## config.mk

```make
export PLATFORM = sky130hd
export DESIGN_NAME = tip_timer
export DESIGN_NICKNAME = d
export VERILOG_FILES = /design/src/inc/tip_pkg.sv /design/src/verilog/tip_prescaler.sv /design/src/verilog/tip_sync.sv /design/src/verilog/tip_timer.sv
export SDC_FILE = /design/constraint.sdc
export NUM_CORES = 1
export LEC_CHECK = 0
export BUFFER_PORTS_ARGS = -buffer_cell sky130_fd_sc_hd__buf_4
export CORE_MARGIN = 5
export CORE_UTILIZATION = 50
export CTS_CLUSTER_DIAMETER = 40
export DETAILED_ROUTE_END_ITERATION = 10
export GPL_TIMING_DRIVEN = 0
export PLACE_DENSITY = 0.67
export SETUP_SLACK_MARGIN = 0.2
export SLEW_MARGIN = 10
export SYNTH_ARGS = -nofsm -noshare
export SYNTH_HDL_FRONTEND = slang
export SYNTH_SLANG_ARGS = --single-unit
```

## constraint.sdc

```tcl
create_clock -name clock_i -period 4.19 [get_ports clock_i]
set_input_delay 0.838 -clock clock_i [delete_from_list [all_inputs] [get_ports clock_i]]
set_output_delay 0.838 -clock clock_i [all_outputs]
set_load 0.01 [all_outputs]
```

## src/inc/tip_pkg.sv

```systemverilog
package tip_pkg;
   // register offsets (byte addresses, one 16-bit register per word)
   localparam logic [7:0] ADDR_ENABLES = 8'h00;
   localparam logic [7:0] ADDR_FLAGS = 8'h04;
   localparam logic [7:0] ADDR_FORCE = 8'h08;
   localparam logic [7:0] ADDR_ACCUM_CTRL = 8'h0C;
   localparam logic [7:0] ADDR_COUNTER = 8'h10;
   localparam logic [7:0] ADDR_COMPARE1 = 8'h14;
   localparam logic [7:0] ADDR_ACCUM_COUNT = 8'h24;
   localparam logic [7:0] ADDR_COMPARE_STRIDE = 8'h04;
   // enable register fields
   localparam int EN_SHARED = 15;
   localparam int EN_CMP_LO = 11;
   localparam int EN_CAP_LO = 8;
   localparam int EN_OVF = 7;
   localparam int EN_ACC_OVF = 5;
   localparam int EN_ACC_IN = 4;
   localparam int EN_CLK_OUT = 3;
   localparam int EN_SEL_LO = 0;
   localparam logic [15:0] ENABLES_RW_MASK = 16'hFFBF;
   localparam logic [15:0] FLAGS_MASK = 16'hFFB0;
   // flag register fields share positions with the enables
   localparam int FL_SHARED = 15;
   localparam int FL_CMP_LO = 11;
   localparam int FL_CAP_LO = 8;
   localparam int FL_OVF = 7;
   localparam int FL_ACC_OVF = 5;
   localparam int FL_ACC_IN = 4;
   // force register: force bits at [15:11]
   localparam int FORCE_LO = 11;
   // accumulator control: shared channel select bit
   localparam int ACC_SHARED_SEL = 10;
   localparam int ACC_ENABLE = 14;
   localparam logic [7:0] ACC_WRAP = 8'hFF;
   localparam logic [15:0] COUNTER_WRAP = 16'hFFFF;
   localparam logic [15:0] COMPARE_RESET = 16'hFFFF;
   // prescaler
   localparam int PRESCALE_W = 9;
   localparam logic [2:0] SEL_EXTERNAL = 3'h7;
   localparam int SEL_TAP_BASE = 1; // code 0 is divide by 4 = bit 1 of the prescaler
endpackage

```

## src/verilog/tip_prescaler.sv

```systemverilog
`timescale 1ns/10ps
`default_nettype none
// free-running system clock prescaler, one-cycle tick per tap period
module tip_prescaler #(
   parameter int WIDTH = tip_pkg::PRESCALE_W
) (
   input wire logic clock_i,
   input wire logic reset_i,
   output logic [WIDTH-1:0] count_o,
   output logic [WIDTH-1:0] tick_o
);
   logic [WIDTH-1:0] count;
   logic [WIDTH-1:0] next_count;

   assign next_count = count + 1'b1;

   // counter runs every cycle; taps derive from its carry chain
   always_ff @(posedge clock_i) begin
      if (reset_i) begin
         count <= '0;
      end else begin
         count <= next_count;
      end
   end

   // tick bit k pulses once every 2^(k+1) cycles, when bits [k:0] roll over
   genvar k;
   generate
      for (k = 0; k < WIDTH; k++) begin : g_tap
         assign tick_o[k] = &count[k:0];
      end
   endgenerate

   assign count_o = count;
endmodule
`default_nettype wire

```

## src/verilog/tip_sync.sv

```systemverilog
`timescale 1ns/10ps
`default_nettype none
// two-stage synchroniser with rising/falling edge outputs taken from stage two
module tip_sync #(
   parameter int WIDTH = 1
) (
   input wire logic clock_i,
   input wire logic reset_i,
   input wire logic [WIDTH-1:0] async_i,
   output logic [WIDTH-1:0] level_o,
   output logic [WIDTH-1:0] rise_o,
   output logic [WIDTH-1:0] fall_o
);
   logic [WIDTH-1:0] stage_one;
   logic [WIDTH-1:0] stage_two;
   logic [WIDTH-1:0] stage_old;

   // only stage two reads stage one, so metastability stays contained
   always_ff @(posedge clock_i) begin
      if (reset_i) begin
         stage_one <= '0;
         stage_two <= '0;
         stage_old <= '0;
      end else begin
         stage_one <= async_i;
         stage_two <= stage_one;
         stage_old <= stage_two;
      end
   end

   assign level_o = stage_two;
   assign rise_o = stage_two & ~stage_old;
   assign fall_o = ~stage_two & stage_old;
endmodule
`default_nettype wire

```

## src/verilog/tip_timer.sv

```systemverilog
// The plain strobed port and the register addresses were decided locally.
`timescale 1ns/10ps
`default_nettype none
module tip_timer #(
   parameter int CMP_N = 5,
   parameter int CAP_N = 4
) (
   input wire logic clock_i,
   input wire logic reset_i,
   input wire logic [7:0] addr_i,
   input wire logic [15:0] wdata_i,
   input wire logic write_i,
   input wire logic read_i,
   output logic [15:0] rdata_o,
   input wire logic ext_clock_i,
   input wire logic accum_input_i,
   input wire logic [CAP_N-1:0] capture_pins_i,
   output logic [CMP_N-1:0] compare_pins_o,
   output logic irq_o
);
   logic [15:0] timer_interrupt_enables;
   logic [15:0] timer_event_flags;
   logic [15:0] accumulator_control_reg;
   logic [15:0] free_running_counter;
   logic [7:0] accum_count;
   logic [15:0] compare_value [CMP_N];
   logic [15:0] capture_value [CAP_N];
   logic [CMP_N-1:0] compare_level;
   logic [8:0] pre_count;
   logic [8:0] pre_tick;
   logic [1:0] ext_level;
   logic [1:0] ext_rise;
   logic [1:0] ext_fall;
   logic [CAP_N-1:0] cap_level;
   logic [CAP_N-1:0] cap_rise;
   logic [CAP_N-1:0] cap_fall;
   logic counter_tick;
   logic counter_clock;
   logic counter_wrap_event;
   logic accum_ovf_event;
   logic accum_in_event;
   logic shared_is_capture;
   logic [CMP_N-1:0] compare_hit;
   logic [CAP_N-1:0] capture_hit;
   logic [15:0] set_flags;
   logic [15:0] clear_flags;
   logic [CMP_N-1:0] force_bits;
   logic [2:0] counter_clock_select;

   tip_prescaler #(
      .WIDTH(tip_pkg::PRESCALE_W)
   ) u_prescaler (
      .clock_i(clock_i),
      .reset_i(reset_i),
      .count_o(pre_count),
      .tick_o(pre_tick)
   );

   // external clock and accumulator pin share one synchroniser
   tip_sync #(
      .WIDTH(2)
   ) u_sync_ext (
      .clock_i(clock_i),
      .reset_i(reset_i),
      .async_i({accum_input_i, ext_clock_i}),
      .level_o(ext_level),
      .rise_o(ext_rise),
      .fall_o(ext_fall)
   );

   tip_sync #(
      .WIDTH(CAP_N)
   ) u_sync_cap (
      .clock_i(clock_i),
      .reset_i(reset_i),
      .async_i(capture_pins_i),
      .level_o(cap_level),
      .rise_o(cap_rise),
      .fall_o(cap_fall)
   );

   assign counter_clock_select = timer_interrupt_enables[tip_pkg::EN_SEL_LO +: 3];
   assign shared_is_capture = accumulator_control_reg[tip_pkg::ACC_SHARED_SEL];

   // counter increment source
   always_comb begin
      if (counter_clock_select == tip_pkg::SEL_EXTERNAL) begin
         counter_tick = ext_rise[0];
         counter_clock = ext_level[0];
      end else begin
         // tap 4 to 256 by code
         counter_tick = pre_tick[counter_clock_select + 3'(tip_pkg::SEL_TAP_BASE)];
         counter_clock = pre_count[counter_clock_select + 3'(tip_pkg::SEL_TAP_BASE)];
      end
   end

   always_ff @(posedge clock_i) begin
      if (reset_i) begin
         free_running_counter <= '0;
      end else if (write_i && addr_i == tip_pkg::ADDR_COUNTER) begin
         free_running_counter <= wdata_i;
      end else if (counter_tick) begin
         free_running_counter <= free_running_counter + 16'h0001;
      end
   end

   assign counter_wrap_event = counter_tick && free_running_counter == tip_pkg::COUNTER_WRAP;

   // accumulator counts rising edges on its pin while enabled
   always_ff @(posedge clock_i) begin
      if (reset_i) begin
         accum_count <= '0;
      end else if (write_i && addr_i == tip_pkg::ADDR_ACCUM_COUNT) begin
         accum_count <= wdata_i[7:0];
      end else if (accum_in_event) begin
         accum_count <= accum_count + 8'h01;
      end
   end

   assign accum_in_event = accumulator_control_reg[tip_pkg::ACC_ENABLE] && ext_rise[1];
   assign accum_ovf_event = accum_in_event && accum_count == tip_pkg::ACC_WRAP;

   // compare values and matches; the last compare channel is the shared one
   genvar c;
   generate
      for (c = 0; c < CMP_N; c++) begin : g_cmp
         always_ff @(posedge clock_i) begin
            if (reset_i) begin
               compare_value[c] <= tip_pkg::COMPARE_RESET;
            end else if (write_i &&
                  addr_i == tip_pkg::ADDR_COMPARE1 + 8'(c) * tip_pkg::ADDR_COMPARE_STRIDE) begin
               compare_value[c] <= wdata_i;
            end else if (c == CMP_N - 1 && shared_is_capture && capture_hit[CAP_N-1]) begin
               compare_value[c] <= free_running_counter; // shared register latches capture
            end
         end
         // shared channel compares only in compare mode
         if (c == CMP_N - 1) begin : g_shared
            assign compare_hit[c] = !shared_is_capture && counter_tick &&
               free_running_counter == compare_value[c];
         end else begin : g_plain
            assign compare_hit[c] = counter_tick && free_running_counter == compare_value[c];
         end
         // force toggles the pin, flag untouched
         always_ff @(posedge clock_i) begin
            if (reset_i) begin
               compare_level[c] <= 1'b0;
            end else if (compare_hit[c] || force_bits[c]) begin
               compare_level[c] <= ~compare_level[c];
            end
         end
      end
   endgenerate

   assign force_bits = (write_i && addr_i == tip_pkg::ADDR_FORCE) ?
      wdata_i[tip_pkg::FORCE_LO +: CMP_N] : '0;

   // capture edges on the synchronised pins; the last is the shared channel
   genvar p;
   generate
      for (p = 0; p < CAP_N; p++) begin : g_cap
         if (p == CAP_N - 1) begin : g_shared
            // shared channel captures only in capture mode
            assign capture_hit[p] = shared_is_capture && (cap_rise[p] || cap_fall[p]);
         end else begin : g_plain
            assign capture_hit[p] = cap_rise[p] || cap_fall[p];
         end
         always_ff @(posedge clock_i) begin
            if (reset_i) begin
               capture_value[p] <= tip_pkg::COMPARE_RESET;
            end else if (capture_hit[p]) begin
               capture_value[p] <= free_running_counter;
            end
         end
      end
   endgenerate

   // counter clock replaces first compare pin
   assign compare_pins_o = timer_interrupt_enables[tip_pkg::EN_CLK_OUT] ?
      {compare_level[CMP_N-1:1], counter_clock} : compare_level;

   // enable register, reserved bit 6 held at zero
   always_ff @(posedge clock_i) begin
      if (reset_i) begin
         timer_interrupt_enables <= '0;
      end else if (write_i && addr_i == tip_pkg::ADDR_ENABLES) begin
         timer_interrupt_enables <= wdata_i & tip_pkg::ENABLES_RW_MASK;
      end
   end

   always_ff @(posedge clock_i) begin
      if (reset_i) begin
         accumulator_control_reg <= '0;
      end else if (write_i && addr_i == tip_pkg::ADDR_ACCUM_CTRL) begin
         accumulator_control_reg <= wdata_i;
      end
   end

   // event set vector laid out like the flag register
   always_comb begin
      set_flags = '0;
      set_flags[tip_pkg::FL_SHARED] = compare_hit[CMP_N-1] || capture_hit[CAP_N-1];
      set_flags[tip_pkg::FL_CMP_LO +: 4] = compare_hit[3:0];
      set_flags[tip_pkg::FL_CAP_LO +: 3] = capture_hit[2:0];
      set_flags[tip_pkg::FL_OVF] = counter_wrap_event;
      set_flags[tip_pkg::FL_ACC_OVF] = accum_ovf_event;
      set_flags[tip_pkg::FL_ACC_IN] = accum_in_event;
   end

   assign clear_flags = (write_i && addr_i == tip_pkg::ADDR_FLAGS) ? wdata_i : '0;

   // sticky flags, write one clears, set beats clear
   always_ff @(posedge clock_i) begin
      if (reset_i) begin
         timer_event_flags <= '0;
      end else begin
         timer_event_flags <= ((timer_event_flags & ~clear_flags) | set_flags)
            & tip_pkg::FLAGS_MASK;
      end
   end

   // flags share enable positions, gated bitwise
   assign irq_o = |(timer_event_flags & timer_interrupt_enables & tip_pkg::FLAGS_MASK);

   // read port, data one cycle after the strobe, unmapped reads zero
   always_ff @(posedge clock_i) begin
      if (reset_i) begin
         rdata_o <= '0;
      end else if (read_i) begin
         unique case (addr_i)
            tip_pkg::ADDR_ENABLES: rdata_o <= timer_interrupt_enables;
            tip_pkg::ADDR_FLAGS: rdata_o <= timer_event_flags;
            tip_pkg::ADDR_ACCUM_CTRL: rdata_o <= accumulator_control_reg;
            tip_pkg::ADDR_COUNTER: rdata_o <= free_running_counter;
            tip_pkg::ADDR_ACCUM_COUNT: rdata_o <= {8'h00, accum_count};
            tip_pkg::ADDR_COMPARE1 + tip_pkg::ADDR_COMPARE_STRIDE:
               rdata_o <= capture_value[0];
            tip_pkg::ADDR_COMPARE1 + 8'(2) * tip_pkg::ADDR_COMPARE_STRIDE:
               rdata_o <= capture_value[1];
            tip_pkg::ADDR_COMPARE1 + 8'(3) * tip_pkg::ADDR_COMPARE_STRIDE:
               rdata_o <= capture_value[2];
            tip_pkg::ADDR_COMPARE1: rdata_o <= compare_value[0];
            default: rdata_o <= '0;
         endcase
      end else begin
         rdata_o <= '0;
      end
   end
endmodule
`default_nettype wire
```

Word-level counts from Yosys, hierarchy flattened

Memory sizes are Yosys's and may differ from the RTL's.
Cells that the tools add are included.

Register bits: 119
Bits in latches: 0
Bits in writable memories: 144
Memory bits (read-only): 0
Bits of input ports: 34
Output and inout bits: 22
Word-level logic and storage cells: 170
Memories kept: 2

Memories:

| name          | words | width | read ports | clocked after Yosys merged registers in | write ports | line            | text |
|---|---|---|---|---|---|---|---|
| compare_value | 5     | 16    | 5          | 0                                       | 5           | tip_timer.sv:26 | `logic [15:0] compare_value [CMP_N];` |
| capture_value | 4     | 16    | 3          | 0                                       | 4           | tip_timer.sv:27 | `logic [15:0] capture_value [CAP_N];` |

Add/sub/neg operators: 4
Multiply operators: 0
Divide/modulo/power cells: 0
$lt $le $gt $ge: 1
Eq/ne operators: 17
Shifts and indexed selects: 0
Muxes and demuxes: 57
Bitwise logic cells: 26
Reduce and logical (&&, ||, !) cells: 44

Operator list:

| operator                                             | count |
|---|---|
| two-way mux 16 bit                                   | 13 |
| case mux 16 bit (9 select lines)                     | 1 |
| equality test 16 bit                                 | 5 |
| two-way mux 1 bit                                    | 38 |
| AND 16 bit                                           | 2 |
| equality test 8 x 5 -> 1 bit (second input constant) | 4 |
| logical AND 1 bit                                    | 21 |
| adder 16 x 1 -> 16 bit (second input constant)       | 1 |
| equality test 16 bit (second input constant)         | 1 |
| equality test 8 x 4 -> 1 bit (second input constant) | 2 |
| equality test 8 x 6 -> 1 bit (second input constant) | 2 |
| two-way mux 8 bit                                    | 2 |
| NOT 16 bit                                           | 1 |
| OR 16 bit                                            | 1 |
| OR reduction 11 bit                                  | 1 |
| logical OR 1 bit                                     | 10 |
| OR 1 bit                                             | 10 |
| adder 9 x 1 -> 9 bit (second input constant)         | 1 |
| adder 8 x 1 -> 8 bit (second input constant)         | 1 |
| AND 4 bit                                            | 2 |
| equality test 8 x 3 -> 1 bit (second input constant) | 1 |
| equality test 8 bit (second input constant)          | 1 |
| zero test 8 bit                                      | 1 |
| NOT 4 bit                                            | 2 |
| other kinds (18)                                     | 25 |

Logic depth before layout (Yosys ltp)

Depth after elaboration: 10
Mapped depth: 10
Mapped depth without buffers: 9

By module

Synthesis repeated with hierarchy kept, for this count alone.

Cells, all modules: 1122
Area total of the unflattened synthesis: 11623.6 um^2

Modules (own cells, without submodules):

| module                 | times used | cells an instance | area each (um^2) | seq. area each (um^2) |
|---|---|---|---|---|
| tip_timer              | 1          | 1029              | 10631.4          | 5585.4 |
| tip_sync at u_sync_cap | 1          | 33                | 416.6            | 240.2 |
| tip_prescaler          | 1          | 44                | 392.9            | 180.2 |
| tip_sync at u_sync_ext | 1          | 16                | 182.7            | 120.1 |

Worst setup path after synthesis

No wires, ideal clock.

Path type: in2reg
Start: input port addr_i[4]
End: memory compare_value[3][0], enable pin
Library setup time: 0.372 ns
Data arrival time: 2.462 ns
Data required time: 3.818 ns
Path slack: 1.356 ns
Cell stages on the path: 6
Path buffers: 2
Path through: nor4b_2 -> and2_1 -> clkbuf_1 -> clkbuf_1 -> nand2_1 -> nand2_1

RTL lines:

| what            | line            | text |
|---|---|---|
| start, declared | tip_timer.sv:10 | `input wire logic [7:0] addr_i,` |
| end, declared   | tip_timer.sv:26 |  |

==> reports/metrics.yaml <==
worst_hold_path:
  min_from: "u_sync_ext.stage_one[0]"
  worst_hold_path_type: "reg2reg"
synth:
  ys_async_sr_fraction_pct: 0
  synthDistinctLibCells: 57
  synth_top_flop_cell: "edfxtp_1"
  yosys.area.top_type_share_pct: 34.02
  ys_seq_elements: 241
  ys_seq_area_share_pct: 54.04
  ys_top_cells_by_area: "edfxtp_1, dfxtp_1, xor2_1"
  synthCells: 1091
  yosysWarnings: 0
  netlist_area_um2: 11300
  synth_fp_nets: 1133
  avgSynthCellArea_um2: 10.36
  synth_enable_flop_cells: 128
  yosys.area.top_type: "edfxtp_1"
layout:
  drive_above_1_share_pct: 16.69
  instances_no_fill: 1489
  syn_to_final_growth_pct: 16.93
  fin_util_pct: 58.90
  top_register: "compare_value"
  antenna_cells: 0
  fill_cells: 1913
  regArea_um2: 6106
  final_common_cell: "edfxtp_1"
  largest_reg_flops: 80
  final_cell_mix: "edfxtp_1, nand2_1, dfxtp_1"
  finish.instance_area_um2: 13210
  reg_top3: "compare_value (80), capture_value (48)"
  layout.nets: 1217
  multi_input_area_um2: 4793
grt:
  grt_pass1_vias: 8736
  antenna_found_initial: 0
  grt_pass1_wl_um: 52820
  grt-ovfl-total: 0
  global_route.usage.total_pct: 27.03
  grt_max_degree: 17
sta:
  fmax_ghz: 0.2753
  period_needed_ns: 3.632
  rsz0062_at_grt: "no"
  finClkSkew_ns: 0.02932
  final-hold-violation-count: 0
  finalSetupViolations: 0
  worst-slew-pin-transition_ns: 0.9998
  drv_slew: 0
  finalSetupTns_ns: 0
  period_share_pct: 86.69
  relSlewSlack_pct: 32.79
pwr:
  p_total_mw: 5.839
  ir_worst_vdd_uv: 313.4
  pwr_density_cell_nw_per_um2: 441.9
  leakage_nw: 4.496
placement:
  port_buffers: 44
  hpwl_um: 25120
  finalWeightedCongestion: 0.9538
  placed_area_um2: 11990
  dp.cells: 1420
clock_tree:
  clock_latency_ns: 0.53
  cts_buffers: 38
  cts-resized-gates: 0
  post_cts.repair.setup_buffers: 0
  clock-root-buffer: "clkbuf_16"
  cts.htree.levels: 2
  cts_tree: "yes"
  path_clk_slew_ns: 0.05
  clockBufferDepth: 3
  cts_hold_buf: 0
  clock-sinks: 241
floorplan:
  rows: 55
  die_w_um: 160.3
  fp.dieH_um: 160.3
  start_util_pct: 50.37
  ios: 56
  core_area_um2: 22430
  die_area_um2: 25710
detailed_routing:
  vias: 9066
  ant_nets: 0
  first_pass_iters: 7
  drc: 0
  dr.first_iter.drc_count: 1122
  routed_wl_um: 35450
  wl_per_cell_um: 23.80
  viasPerCell: 6.089
setup_path:
  cp-end-kind: "flip-flop"
  reg2reg_from: "timer_interrupt_enables[1]"
  cp_max_fo: 16
  path_cells: "buf_4 > nor4b_2 > and2_1 > clkbuf_1 > clkbuf_1 > nand2_1 > nand2_1"
  startpoint: "addr_i[4]"
  worstSetupPathType: "in2reg"
  cp.arrival_ns: 3.78
  critPathLaunchType: "primary input"
  critPathMaxStageDelay_ns: 0.79
  cp_slowest_cell: "nor4b_2"
  worstPathRequired_ns: 4.34
outcome:
  status: "finished clean"
flow_run:
  drv_cap: 0
-- metrics by stage --
stage                     setup WS, ns  hold slack, ns
final                           0.5575          0.4232
after global placement         0.08097          0.4236
after CTS                       0.5981          0.4280
after floorplan                  1.356          0.4138
after global routing            0.3777          0.4538
after detailed placement       0.05604          0.4264
-- worst max-delay path: cells and delay by family --
kind | cells | cell delay (ns)
buf+inv | 3 | 1.13
simple gates | 4 | 1.81
-- where the power goes --
| group | internal [mW] | switching [mW] | leakage [nW] |
|---|---|---|---|
| clock | 1.82 | 1.18 | 0.612 |
| sequential | 2.55 | 0.0347 | 2.04 |
| combinational | 0.0735 | 0.176 | 1.84 |
-- area by class of cell --
cell class / instances / area share, %
Tap cell: 285 / 2.699
Sequential cell: 241 / 46.21
Clock inverter: 23 / 1.307
Buffer: 97 / 2.945
Timing Repair Buffer: 44 / 2.500
Inverter: 3 / 0.08523
Multi-Input combinational cell: 750 / 36.28
Clock buffer: 46 / 7.973
-- routing by layer --
metal | vias up | routed length, µm | share of wire, % | global-route usage (%)
li1 | 4091 | - | - | -
met1 | 4301 | 14500 | 41 | 37.12
met2 | 564 | 15660 | 44 | 41.85
met3 | 110 | 3603 | 10 | 5.414
met4 | 0 | 1683 | 4.7 | 11.77
met5 | - | 0 | 0 | 0
-- synth_stat cells, types with 5 or more instances --
cell type,count
a31oi_1,15
mux2i_1,6
a222oi_1,18
o21ai_0,28
dfxtp_1,113
xnor2_1,27
and3_1,12
a22o_1,11
a22oi_1,28
buf_1,10
and2_1,7
nor4_1,21
nor2b_1,25
or3_1,52
nor3_1,13
nand2b_1,6
nand4_1,11
ha_1,8
nand2_1,114
xor2_1,86
buf_2,5
buf_4,5
nand3_1,20
clkbuf_1,77
a211oi_1,20
nor2_1,73
or2_2,64
edfxtp_1,128
a21oi_1,40
-- final timing paths --
path	endpoint	slack, ns	depth (start not counted)
max	compare_value[3][9]	0.56	7
min	u_sync_ext.level_o[0]	0.42	1
max reg2reg	compare_level[0]	1.15	9
min reg2reg	u_sync_ext.level_o[0]	0.42	1
-- cell families (layout without fill, tap and decap cells) --
logic type / count (synthesis) / count (layout) / share of synthesized area, %
simple gates: 434 / 434 / 20.06
flops: 241 / 241 / 54.04
compound gates: 183 / 183 / 11.38
xor+xnor: 113 / 113 / 8.759
buf+inv: 100 / 213 / 3.543
mux: 12 / 12 / 1.329
fa+ha+maj: 8 / 8 / 0.8859
(Power assumes the default switching activity.)
